File: config.mk
export PLATFORM = sky130hd
export DESIGN_NAME = dba_regs
export DESIGN_NICKNAME = d
export VERILOG_FILES = /design/src/core/dba_pkg.sv /design/src/core/dba_regs.sv
export SDC_FILE = /design/constraint.sdc
export NUM_CORES = 1
export LEC_CHECK = 0
export ABC_AREA = 1
export ABC_CLOCK_PERIOD_IN_PS = 1900
export BUFFER_PORTS_ARGS = -buffer_cell sky130_fd_sc_hd__buf_2
export CELL_PAD_IN_SITES_DETAIL_PLACEMENT = 1
export CELL_PAD_IN_SITES_GLOBAL_PLACEMENT = 2
export CORE_UTILIZATION = 25
export DETAILED_ROUTE_END_ITERATION = 10
export PLACE_DENSITY = 0.92
export SYNTH_ARGS = -nofsm -noshare
export SYNTH_HDL_FRONTEND = slang
export SYNTH_SLANG_ARGS = --single-unit
File: constraint.sdc
create_clock -name CORE_CLK_IN -period 1.9 [get_ports CORE_CLK_IN]
set_clock_uncertainty 0.15 [all_clocks]
set_input_delay 0.285 -clock CORE_CLK_IN [delete_from_list [all_inputs] [get_ports CORE_CLK_IN]]
set_output_delay 0.285 -clock CORE_CLK_IN [all_outputs]
set_load 0.02 [all_outputs]
File: src/core/dba_pkg.sv
// package for the drive bus adapter register block
// assumes a single 40 MHz system-bus clock domain
package dba_pkg;
  // register offsets
  localparam logic [11:0] OFS_CONFIG_STATUS = 12'h000;
  localparam logic [11:0] OFS_CONTROL = 12'h004;
  localparam logic [11:0] OFS_STATUS = 12'h008;
  // config/status bit positions
  localparam int CS_PARITY = 31;
  localparam int CS_WR_MISSING = 30;
  localparam int CS_UNEXP_READ = 29;
  localparam int CS_MULTI_DRV = 27;
  localparam int CS_SEND_ERR = 26;
  localparam int CS_PWR_LOST = 23;
  localparam int CS_PWR_GOOD = 22;
  localparam int CS_OVERHEAT = 21;
  localparam int CS_CODE_MSB = 7;
  // control bit positions
  localparam int CR_DIAG = 3;
  localparam int CR_IRQ_PERMIT = 2;
  localparam int CR_ABORT = 1;
  localparam int CR_INIT = 0;
  // status bit positions
  localparam int SR_ACTIVE = 31;
  localparam int SR_NO_REPLY = 30;
  localparam int SR_CORRECTED = 29;
  localparam int SR_MISUSE = 19;
  localparam int SR_ABORTED = 12;
  // reset values
  localparam logic [31:0] CONTROL_RESET = 32'h0000_0004;
  localparam logic [31:0] ZERO_WORD = 32'h0000_0000;
  // arbitrary adapter type code, not tied to any real part
  localparam logic [7:0] ADAPTER_CODE_DEFAULT = 8'h5A;
  // confirmation slot spacing after a transmit
  localparam int CONFIRM_DELAY = 2;

  // abort sequence states
  typedef enum logic [1:0] {
    AB_IDLE = 2'b00,
    AB_WAIT_EBL = 2'b01,
    AB_WAIT_TRAIL = 2'b10
  } dba_abort_e;

  // system bus event inputs
  typedef struct packed {
    logic parity_err;
    logic write_cmd_sent;
    logic write_tag_ok;
    logic read_data_seen;
    logic read_outstanding;
    logic transmitting;
    logic id_mismatch;
    logic no_reply;
    logic corrected;
    logic xfer_start;
    logic xfer_done;
  } dba_sysev_s;

  // drive-side outputs
  typedef struct packed {
    logic run;
    logic drive_request_strobe;
    logic detach;
    logic transfer_exception_line;
    logic drive_init;
  } dba_drive_s;
endpackage : dba_pkg

File: src/core/dba_regs.sv
// register block of the drive bus adapter: config/status, control, status
// assumes synchronous inputs, one clock, register port with write/read strobes
// read data is registered and stands the cycle after the read strobe
// fault flags clear when the system-bus error line is released or on an init write
`timescale 1ns/1ps
`default_nettype none
module dba_regs #(
  parameter logic [7:0] ADAPTER_CODE = dba_pkg::ADAPTER_CODE_DEFAULT
) (
  // clock and reset
  input wire logic CORE_CLK_IN,
  input wire logic RST_N_IN,
  // register port
  input wire logic WR_EN_IN,
  input wire logic RD_EN_IN,
  input wire logic [11:0] ADDR_IN,
  input wire logic [31:0] WDATA_IN,
  output logic [31:0] RDATA_OUT,
  // system bus side
  input wire dba_pkg::dba_sysev_s SYSEV_IN,
  input wire logic SYS_FAULT_IN,
  input wire logic BUS_CLEAR_LINE_IN,
  input wire logic SUPPLY_LOW_LINE_IN,
  input wire logic POWER_OK_IN,
  input wire logic END_OF_BLOCK_LINE_IN,
  output logic SYS_FAULT_OUT,
  output logic RETRY_OUT,
  output logic STOP_COMMANDS_OUT,
  output logic IRQ_OUT,
  // drive side
  output dba_pkg::dba_drive_s DRIVE_OUT
);
  import dba_pkg::*;

  // pipe slicing and code field need these package sizes
  if (CONFIRM_DELAY < 2) begin : g_delay_check
    $error("confirm delay below two stages");
  end
  if (CS_CODE_MSB != 7) begin : g_code_check
    $error("type code field must be eight bits");
  end

  logic [31:0] cs_reg, cs_next;
  logic [31:0] cr_reg, cr_next;
  logic [31:0] sr_reg, sr_next;
  logic [31:0] rdata_reg, rdata_next;
  logic fault_reg, fault_next;
  logic fault_seen_reg, fault_seen_next;
  logic wr_pend_reg, wr_pend_next;
  logic [CONFIRM_DELAY-1:0] tx_pipe_reg, tx_pipe_next;
  logic mt_pend_reg, mt_pend_next;
  logic pwr_reg, pwr_next;
  logic retry_reg, retry_next;
  logic irq_reg, irq_next;
  logic init_reg, init_next;
  logic ebl_reg, ebl_next;
  dba_abort_e ab_reg, ab_next;
  dba_drive_s drv_reg, drv_next;

  function automatic logic hit(input logic [11:0] ofs);
    hit = WR_EN_IN && (ADDR_IN == ofs);
  endfunction : hit

  logic wr_cs, wr_cr, wr_sr, do_init, busy, fault_release, irq_src, pwr_rise;

  always_comb begin
    wr_cs = hit(OFS_CONFIG_STATUS);
    wr_cr = hit(OFS_CONTROL);
    wr_sr = hit(OFS_STATUS);
    do_init = wr_cr && WDATA_IN[CR_INIT];
    busy = sr_reg[SR_ACTIVE];
    fault_release = fault_seen_reg && !SYS_FAULT_IN;
    pwr_rise = POWER_OK_IN && !pwr_reg;
    cs_next = cs_reg;
    cr_next = cr_reg;
    sr_next = sr_reg;
    fault_next = 1'b0;
    fault_seen_next = SYS_FAULT_IN;
    // tag check falls in the cycle after the write command
    wr_pend_next = SYSEV_IN.write_cmd_sent;
    tx_pipe_next = {tx_pipe_reg[CONFIRM_DELAY-2:0], SYSEV_IN.transmitting};
    // mismatch held a cycle so the fault lands on the confirm slot
    mt_pend_next = SYSEV_IN.transmitting && SYSEV_IN.id_mismatch;
    // last level kept so power-good reacts to the rising edge only
    pwr_next = POWER_OK_IN;
    retry_next = 1'b0;
    init_next = do_init;
    ebl_next = END_OF_BLOCK_LINE_IN;
    ab_next = ab_reg;
    // fault flags drop when the fault line is released
    // init clears them as well
    if (fault_release || do_init) begin
      cs_next[CS_PARITY] = 1'b0;
      cs_next[CS_WR_MISSING] = 1'b0;
      cs_next[CS_UNEXP_READ] = 1'b0;
      cs_next[CS_MULTI_DRV] = 1'b0;
      cs_next[CS_SEND_ERR] = 1'b0;
    end
    if (do_init) begin
      cs_next[CS_PWR_GOOD] = 1'b0;
      sr_next = ZERO_WORD;
      cr_next = ZERO_WORD;
      ab_next = AB_IDLE;
    end else if (wr_cr) begin
      cr_next[CR_IRQ_PERMIT] = WDATA_IN[CR_IRQ_PERMIT];
      cr_next[CR_ABORT] = WDATA_IN[CR_ABORT];
      if (!busy) cr_next[CR_DIAG] = WDATA_IN[CR_DIAG];
      if (busy && WDATA_IN[CR_DIAG]) sr_next[SR_MISUSE] = 1'b1;
      if (WDATA_IN[CR_ABORT] && ab_reg == AB_IDLE) ab_next = AB_WAIT_EBL;
    end
    // write-one clears; sets below win over them
    if (wr_cs && WDATA_IN[CS_PWR_GOOD]) cs_next[CS_PWR_GOOD] = 1'b0;
    if (wr_sr && !do_init) begin
      sr_next[SR_NO_REPLY] = sr_reg[SR_NO_REPLY] & ~WDATA_IN[SR_NO_REPLY];
      sr_next[SR_CORRECTED] = sr_reg[SR_CORRECTED]
        & ~WDATA_IN[SR_CORRECTED];
      sr_next[SR_MISUSE] = sr_next[SR_MISUSE] & ~WDATA_IN[SR_MISUSE];
      sr_next[SR_ABORTED] = sr_reg[SR_ABORTED] & ~WDATA_IN[SR_ABORTED];
    end
    if (BUS_CLEAR_LINE_IN) begin
      cr_next[CR_ABORT] = 1'b0;
      cs_next[CS_PWR_GOOD] = 1'b0;
    end
    if (SUPPLY_LOW_LINE_IN) cs_next[CS_PWR_GOOD] = 1'b0;
    if (SYSEV_IN.parity_err) begin
      cs_next[CS_PARITY] = 1'b1;
      fault_next = 1'b1;
    end
    if (wr_pend_reg && !SYSEV_IN.write_tag_ok) begin
      cs_next[CS_WR_MISSING] = 1'b1;
      fault_next = 1'b1;
    end
    if (SYSEV_IN.read_data_seen && !SYSEV_IN.read_outstanding) begin
      cs_next[CS_UNEXP_READ] = 1'b1;
      fault_next = 1'b1;
    end
    if (mt_pend_reg) begin
      cs_next[CS_MULTI_DRV] = 1'b1;
      fault_next = 1'b1;
    end
    if (tx_pipe_reg[CONFIRM_DELAY-1] && SYS_FAULT_IN)
      cs_next[CS_SEND_ERR] = 1'b1;
    cs_next[CS_PWR_LOST] = !POWER_OK_IN;
    if (pwr_rise) cs_next[CS_PWR_GOOD] = 1'b1;
    if (!POWER_OK_IN) cs_next[CS_PWR_GOOD] = 1'b0;
    if (pwr_rise) cr_next[CR_IRQ_PERMIT] = 1'b1;
    if (SYSEV_IN.xfer_start) sr_next[SR_ACTIVE] = 1'b1;
    if (SYSEV_IN.xfer_done) sr_next[SR_ACTIVE] = 1'b0;
    if (SYSEV_IN.no_reply) begin
      sr_next[SR_NO_REPLY] = 1'b1;
      retry_next = 1'b1;
    end
    if (SYSEV_IN.corrected) sr_next[SR_CORRECTED] = 1'b1;
    // abort sequence, recorded at trailing edge
    case (ab_reg)
      // idle: only a control write starts the sequence
      AB_IDLE: ab_next = ab_next;
      AB_WAIT_EBL: if (END_OF_BLOCK_LINE_IN) ab_next = AB_WAIT_TRAIL;
      AB_WAIT_TRAIL: begin
        if (ebl_reg && !END_OF_BLOCK_LINE_IN) begin
          ab_next = AB_IDLE;
          sr_next[SR_ABORTED] = 1'b1;
          sr_next[SR_ACTIVE] = 1'b0;
        end
      end
      default: ab_next = AB_IDLE;
    endcase
    // init and bus clear cancel an abort wait outright
    if (do_init || BUS_CLEAR_LINE_IN) ab_next = AB_IDLE;
    cr_next[CR_INIT] = 1'b0;
    cs_next[28] = 1'b0;
    cs_next[25:24] = 2'b00;
    cs_next[CS_OVERHEAT] = 1'b0;
    cs_next[20:8] = 13'h0000;
    cs_next[CS_CODE_MSB:0] = ADAPTER_CODE;
    cr_next[31:4] = 28'h0000000;
    sr_next[28:20] = 9'h000;
    sr_next[18:13] = 6'h00;
    sr_next[11:0] = 12'h000;
  end

  // output group: every port is fed straight from a flop
  always_comb begin
    // deferred while busy; status flags only
    irq_src = cs_reg[CS_PWR_LOST] | cs_reg[CS_PWR_GOOD]
      | (!busy & (sr_reg[SR_MISUSE] | sr_reg[SR_ABORTED]
      | sr_reg[SR_NO_REPLY] | sr_reg[SR_CORRECTED]));
    irq_next = irq_src && cr_reg[CR_IRQ_PERMIT];
    // diag detaches drives; abort drops run
    drv_next.run = busy && !cr_reg[CR_DIAG] && ab_reg == AB_IDLE;
    drv_next.drive_request_strobe = busy && !cr_reg[CR_DIAG]
      && ab_reg == AB_IDLE;
    drv_next.detach = cr_reg[CR_DIAG];
    drv_next.transfer_exception_line = ab_reg != AB_IDLE;
    drv_next.drive_init = init_reg;
    // read word is zero outside a read, so no stale value lingers
    rdata_next = ZERO_WORD;
    if (RD_EN_IN) begin
      case (ADDR_IN)
        OFS_CONFIG_STATUS: rdata_next = cs_reg;
        OFS_CONTROL: rdata_next = cr_reg;
        OFS_STATUS: rdata_next = sr_reg;
        default: rdata_next = ZERO_WORD;
      endcase
    end
  end

  always_ff @(posedge CORE_CLK_IN) begin
    if (!RST_N_IN) begin
      cs_reg <= ZERO_WORD;
      cr_reg <= CONTROL_RESET;
      sr_reg <= ZERO_WORD;
      fault_reg <= 1'b0;
      fault_seen_reg <= 1'b0;
      wr_pend_reg <= 1'b0;
      tx_pipe_reg <= '0;
      mt_pend_reg <= 1'b0;
      pwr_reg <= 1'b0;
      retry_reg <= 1'b0;
      init_reg <= 1'b0;
      ebl_reg <= 1'b0;
      ab_reg <= AB_IDLE;
    end else begin
      cs_reg <= cs_next;
      cr_reg <= cr_next;
      sr_reg <= sr_next;
      fault_reg <= fault_next;
      fault_seen_reg <= fault_seen_next;
      wr_pend_reg <= wr_pend_next;
      tx_pipe_reg <= tx_pipe_next;
      mt_pend_reg <= mt_pend_next;
      pwr_reg <= pwr_next;
      retry_reg <= retry_next;
      init_reg <= init_next;
      ebl_reg <= ebl_next;
      ab_reg <= ab_next;
    end
  end

  always_ff @(posedge CORE_CLK_IN) begin
    if (!RST_N_IN) begin
      rdata_reg <= ZERO_WORD;
      irq_reg <= 1'b0;
      drv_reg <= '0;
    end else begin
      rdata_reg <= rdata_next;
      irq_reg <= irq_next;
      drv_reg <= drv_next;
    end
  end

  assign RDATA_OUT = rdata_reg;
  assign SYS_FAULT_OUT = fault_reg;
  assign RETRY_OUT = retry_reg;
  assign STOP_COMMANDS_OUT = drv_reg.transfer_exception_line;
  assign IRQ_OUT = irq_reg;
  assign DRIVE_OUT = drv_reg;
endmodule : dba_regs
`default_nettype wire

# Word-level counts from Yosys, hierarchy flattened
# Cells that the tools add are included.
# op_classes
eq_ne	4
n_mux	43
bitwise	16
reduce_logical	48
# ops
operator	n
32-bit one-hot mux with 3 select lines	1
1-bit 2-to-1 mux	28
1-bit logical AND	18
2-bit 2-to-1 mux	9
2-bit nonzero test	7
13-bit 2-to-1 mux	1
12-bit by 3-bit == test with 1-bit output (second input constant)	1
12-bit by 4-bit == test with 1-bit output (second input constant)	1
12-bit logical NOT	1
12-bit 2-to-1 mux	1
1-bit logical NOT	9
7-bit 2-to-1 mux	1
1-bit inverter	6
2-bit one-hot mux with 3 select lines	1
2-bit AND reduction	3
3-bit nonzero test	2
2-bit OR reduction	3
1-bit bitwise AND	5
1-bit OR	5
5-bit nonzero test	1
3-bit 2-to-1 mux	1
3-bit OR reduction	1
2-bit by 1-bit == test with 1-bit output (second input constant)	1
2-bit == test (second input constant)	1
2 further kinds	3
# word_totals
ff_bits	118
in_bits	64
elab_cells	142

# Logic depth before layout (Yosys ltp)
# depth
depth_word	8
mapped_depth	10

# Worst setup path before layout
# No wires, ideal clock.
# synth_path
path_kind	input to register
from	input ADDR_IN[0]
to	register sr_reg[31]
arrival_ps	1089
t_required_ps	1638
path_slack_ps	549
cell_stages	7
n_path_buf	1
path_cell_list	inv_1 nand2_1 nor2_4 nand4_4 buf_6 a21oi_2 nor2_1
# synth_between
elab_chain_cells	8
# synth_rtl
element	line	rtl
from (decl)	dba_regs.sv:16	input wire logic [11:0] ADDR_IN,
12-bit by 3-bit == test with 1-bit output *	dba_regs.sv:61	hit = WR_EN_IN && (ADDR_IN == ofs);
1-bit logical AND *	dba_regs.sv:61	
1-bit logical AND *	dba_regs.sv:70	do_init = wr_cr && WDATA_IN[CR_INIT];
12-bit 2-to-1 mux *	dba_regs.sv:99	if (do_init) begin
1-bit 2-to-1 mux *	dba_regs.sv:147	if (SYSEV_IN.xfer_start) sr_next[SR_ACTIVE] = 1'b1;
1-bit 2-to-1 mux *	dba_regs.sv:148	if (SYSEV_IN.xfer_done) sr_next[SR_ACTIVE] = 1'b0;
1-bit 2-to-1 mux	dba_regs.sv:160	if (ebl_reg && !END_OF_BLOCK_LINE_IN) begin
1-bit 2-to-1 mux *	dba_regs.sv:155	case (ab_reg)
to (signal assigned)	dba_regs.sv:226	sr_reg <= sr_next;
to (decl)	dba_regs.sv:45	logic [31:0] sr_reg, sr_next;
# Mark *: on every way between the ends. The rest lies on a longest branch, timed or not. The select of a mux whose other input is x is not followed.
# A chain may end at the register's enable or synchronous reset.

# Worst setup path in the final report
# layout_path
from	input ADDR_IN[9]
to	register sr_reg[30]
# layout_between
elab_chain_cells	7
word_cells_on_any_way	10
cone_classes	eq/ne: 2; mux: 2; reduce/logical: 6
# layout_rtl
element	line	rtl
12-bit by 3-bit == test with 1-bit output	dba_regs.sv:61	
1-bit logical AND	dba_regs.sv:61	
1-bit logical AND	dba_regs.sv:70	
1-bit logical NOT	dba_regs.sv:113	if (wr_sr && !do_init) begin
1-bit logical AND	dba_regs.sv:113	
2-bit 2-to-1 mux	dba_regs.sv:113	
1-bit 2-to-1 mux	dba_regs.sv:149	if (SYSEV_IN.no_reply) begin
# Several ways; a longest one is shown, not always the timed one.

==> reports/results.ini <==
[status]
status = completed

[clocking]
cts.htree.levels = 2
cts_max_path_buffers = 2
post-cts-setup-buffer-count = 0
clk_pin_slew_worst_paths_ns = 0.09
worstSkewPairLatency_ns = 0.30
cts_tree = yes
cts_hold_buf = 0
cts_resized = 0
numCtsBuffers = 5
cts_root_buffer = clkbuf_8
clkSinkCount = 46

[global_routing]
first_global_vias = 1659
antenna_found_initial = 0
grt_pass1_wl_um = 7624
grt.overflow.total = 0
grt_max_degree = 17
grt_use_total_pct = 11.72

[floorplanning]
die_h_um = 90.25
io_pins = 105
dieWidth_um = 90.25
coreArea_um2 = 7408
fp-row-count = 31
start_util_pct = 26.28
dieArea_um2 = 8144

[synthesis]
synthMuxAreaShare_pct = 0
syn_area_per_cell_um2 = 8.045
ys_warn_count = 0
netlist_top_cells_area = dfxtp_1, buf_4, inv_1
yosysSeqAreaShare_pct = 47.30
syn_inst = 242
yosys.area.top_type_share_pct = 47.30
synth_top_family_by_area = simple AND/OR/NAND/NOR gates
synth_xor_xnor_area_share_pct = 0
synth_compound_area_share_pct = 7.391
synth_seq_cells = 46
synth_area_um2 = 1947
yosys.area_share.simple_pct = 26.74
synth_cell_types = 30
yosys.area_share.adder_pct = 0
synth_area_leader_cell = dfxtp_1

[setup_path]
cp_slowest_cell = nor2_4
critPathMaxFanout = 6
cp-start-kind = primary input
critical_path_class = in -> reg
critPathCaptureType = flop
r2r_slack_ns = 0.74
arrival_ns = 1.39
reg2reg_to = IRQ_OUT$_SDFF_PN0_
reg2reg_depth = 3
crit_required_ns = 1.94
max_stage_delay_ns = 0.22
worstPathCellList = buf_2, nor2_1, nand2_1, nor2_4, nand2_1, nor2_1, nand2_1, nand2_1, o21ai_0
reg2reg_from = sr_reg[31]$_SDFF_PN0_
crit_buf_inv = 1
path_delay_family = simple AND/OR/NAND/NOR gates
path_common_cell = nand2_1

[final_layout]
fin_area_um2 = 2379
layout.cells.most_common = buf_2
nFillCells = 932
largest_reg_flops = 13
final_cell_mix = buf_2, dfxtp_1, inv_1
final_util_pct = 32.11
syn_to_final_growth_pct = 22.17
n_antenna_cell = 0
fin_cells = 407
nNetsFinal = 371
drive_gt1_share_pct = 29.22

[timing]
whs_ns = 0.02060
layout_min_cycle_time_ns = 1.342
period_share_pct = 70.65
finalSetupViolCount = 0
hold_violations = 0
setup_tns_ns = 0
final-max-slew-violation-count = 0
setup_ws_ns = 0.5577
rsz0062_at_grt = false
fmax_mhz = 745.0

[placement]
place_area_um2 = 2285
place_ws_ns = 0.2022
routabilityCongestion = 0.7517
portBuffers = 63
hpwl_um = 3705
dp_cells = 399

[power_and_ir_drop]
pwr-share-clk_pct = 34.1
netSwitchingFraction_pct = 26.37
p_leak_nw = 1.215
pwr-share-comb_pct = 9.8
intPower_mw = 1.318
p_total_mw = 1.790
p_seq_share_pct = 56.1
switching_power_uw = 472.0
power_density_nw_per_um2 = 752.4
peakVddDrop_uv = 245.3

[routing]
num_vias = 1648
drc = 0
dr.pass1.iters = 4
initialDrtViolationCount = 47
drt-vias-per-instance = 4.049
drtAntennaViolNets = 0
routed_wl_um = 4516
wl_per_cell_um = 11.10

[hold_path]
hold-path-cell-count = 3
worstHoldStart = SYSEV_IN[9]
hold_class = in -> reg
hold_path_end = wr_pend_reg$_SDFF_PN0_

[job]
maxCapViolCount = 0

-- cell type report --
type	count	area, um^2	area share, %
sequential	46	920.9	38.72
multi-input combinational	144	732.0	30.77
timing repair buffer	67	345.3	14.52
inverter	43	162.7	6.839
tap	99	123.9	5.208
clock buffer	5	68.82	2.893
clock inverter	3	25.02	1.052
-- power by group through the flow --
stage	Clock, mW	Sequential [mW]	Combinational (mW)
3_5_place_dp	0	1.03	0.178
6_report	0.610	1.00	0.176
3_3_place_gp	0	1.03	0.174
5_1_grt	0.672	1.01	0.196
4_1_cts	0.631	1.00	0.178
2_1_floorplan	0	1.03	0.124
-- cell families after synthesis --
family	Yosys count
other	1
buffers and inverters	69
AOI/OAI and AO/OA	25
and+or+nand+nor	101
DFF	46
-- layer usage --
| metal | vias to the layer above | global-route usage, % | share of wire (%) |
|---|---|---|---|
| li1 | 841 | - | - |
| met1 | 756 | 13.61 | 44 |
| met2 | 48 | 21.06 | 51 |
| met3 | 3 | 3.130 | 4.8 |
| met4 | 0 | 3.226 | 0.35 |
| met5 | - | 0 | 0 |
-- worst max path at each step --
stage / start / depth (start not counted) / slack (ns) / end
floorplan: ADDR_IN[0] / 7 / 0.55 / sr_reg[31]$_SDFF_PN0_
global placement: ADDR_IN[11] / 9 / 0.27 / sr_reg[30]$_SDFFE_PN0P_
detailed placement: ADDR_IN[9] / 9 / 0.20 / sr_reg[30]$_SDFFE_PN0P_
CTS: ADDR_IN[9] / 9 / 0.54 / sr_reg[30]$_SDFFE_PN0P_
global route: ADDR_IN[0] / 9 / 0.40 / sr_reg[30]$_SDFFE_PN0P_
finish: ADDR_IN[9] / 9 / 0.56 / sr_reg[30]$_SDFFE_PN0P_
-- cell usage after synthesis --
| library cell | n |
|---|---|
| nand2_1 | 40 |
| nor2_1 | 18 |
| a21oi_1 | 10 |
| a211oi_1 | 1 |
| conb_1 | 1 |
| o21ai_1 | 2 |
| nand4_1 | 2 |
| nand3_1 | 14 |
| nand4_4 | 1 |
| nor3b_1 | 3 |
| clkbuf_1 | 3 |
| o41ai_1 | 1 |
| buf_4 | 21 |
| o21ai_0 | 7 |
| o22ai_1 | 1 |
| nor2_4 | 2 |
| inv_1 | 42 |
| a21oi_2 | 2 |
| buf_8 | 1 |
| o21ai_2 | 1 |
| nor3_1 | 8 |
| buf_6 | 1 |
| nor2_2 | 2 |
| dfxtp_1 | 46 |
| nor3_4 | 1 |
| nand2_4 | 1 |
| nand3_4 | 1 |
| nand3b_1 | 5 |
| nand2_2 | 3 |
| clkinv_2 | 1 |
-- worst min-delay path, stage by stage --
cell and delay, ns:
buf_2 0.08, nand2_1 0.04, inv_1 0.04
(Power assumes the default switching activity.)
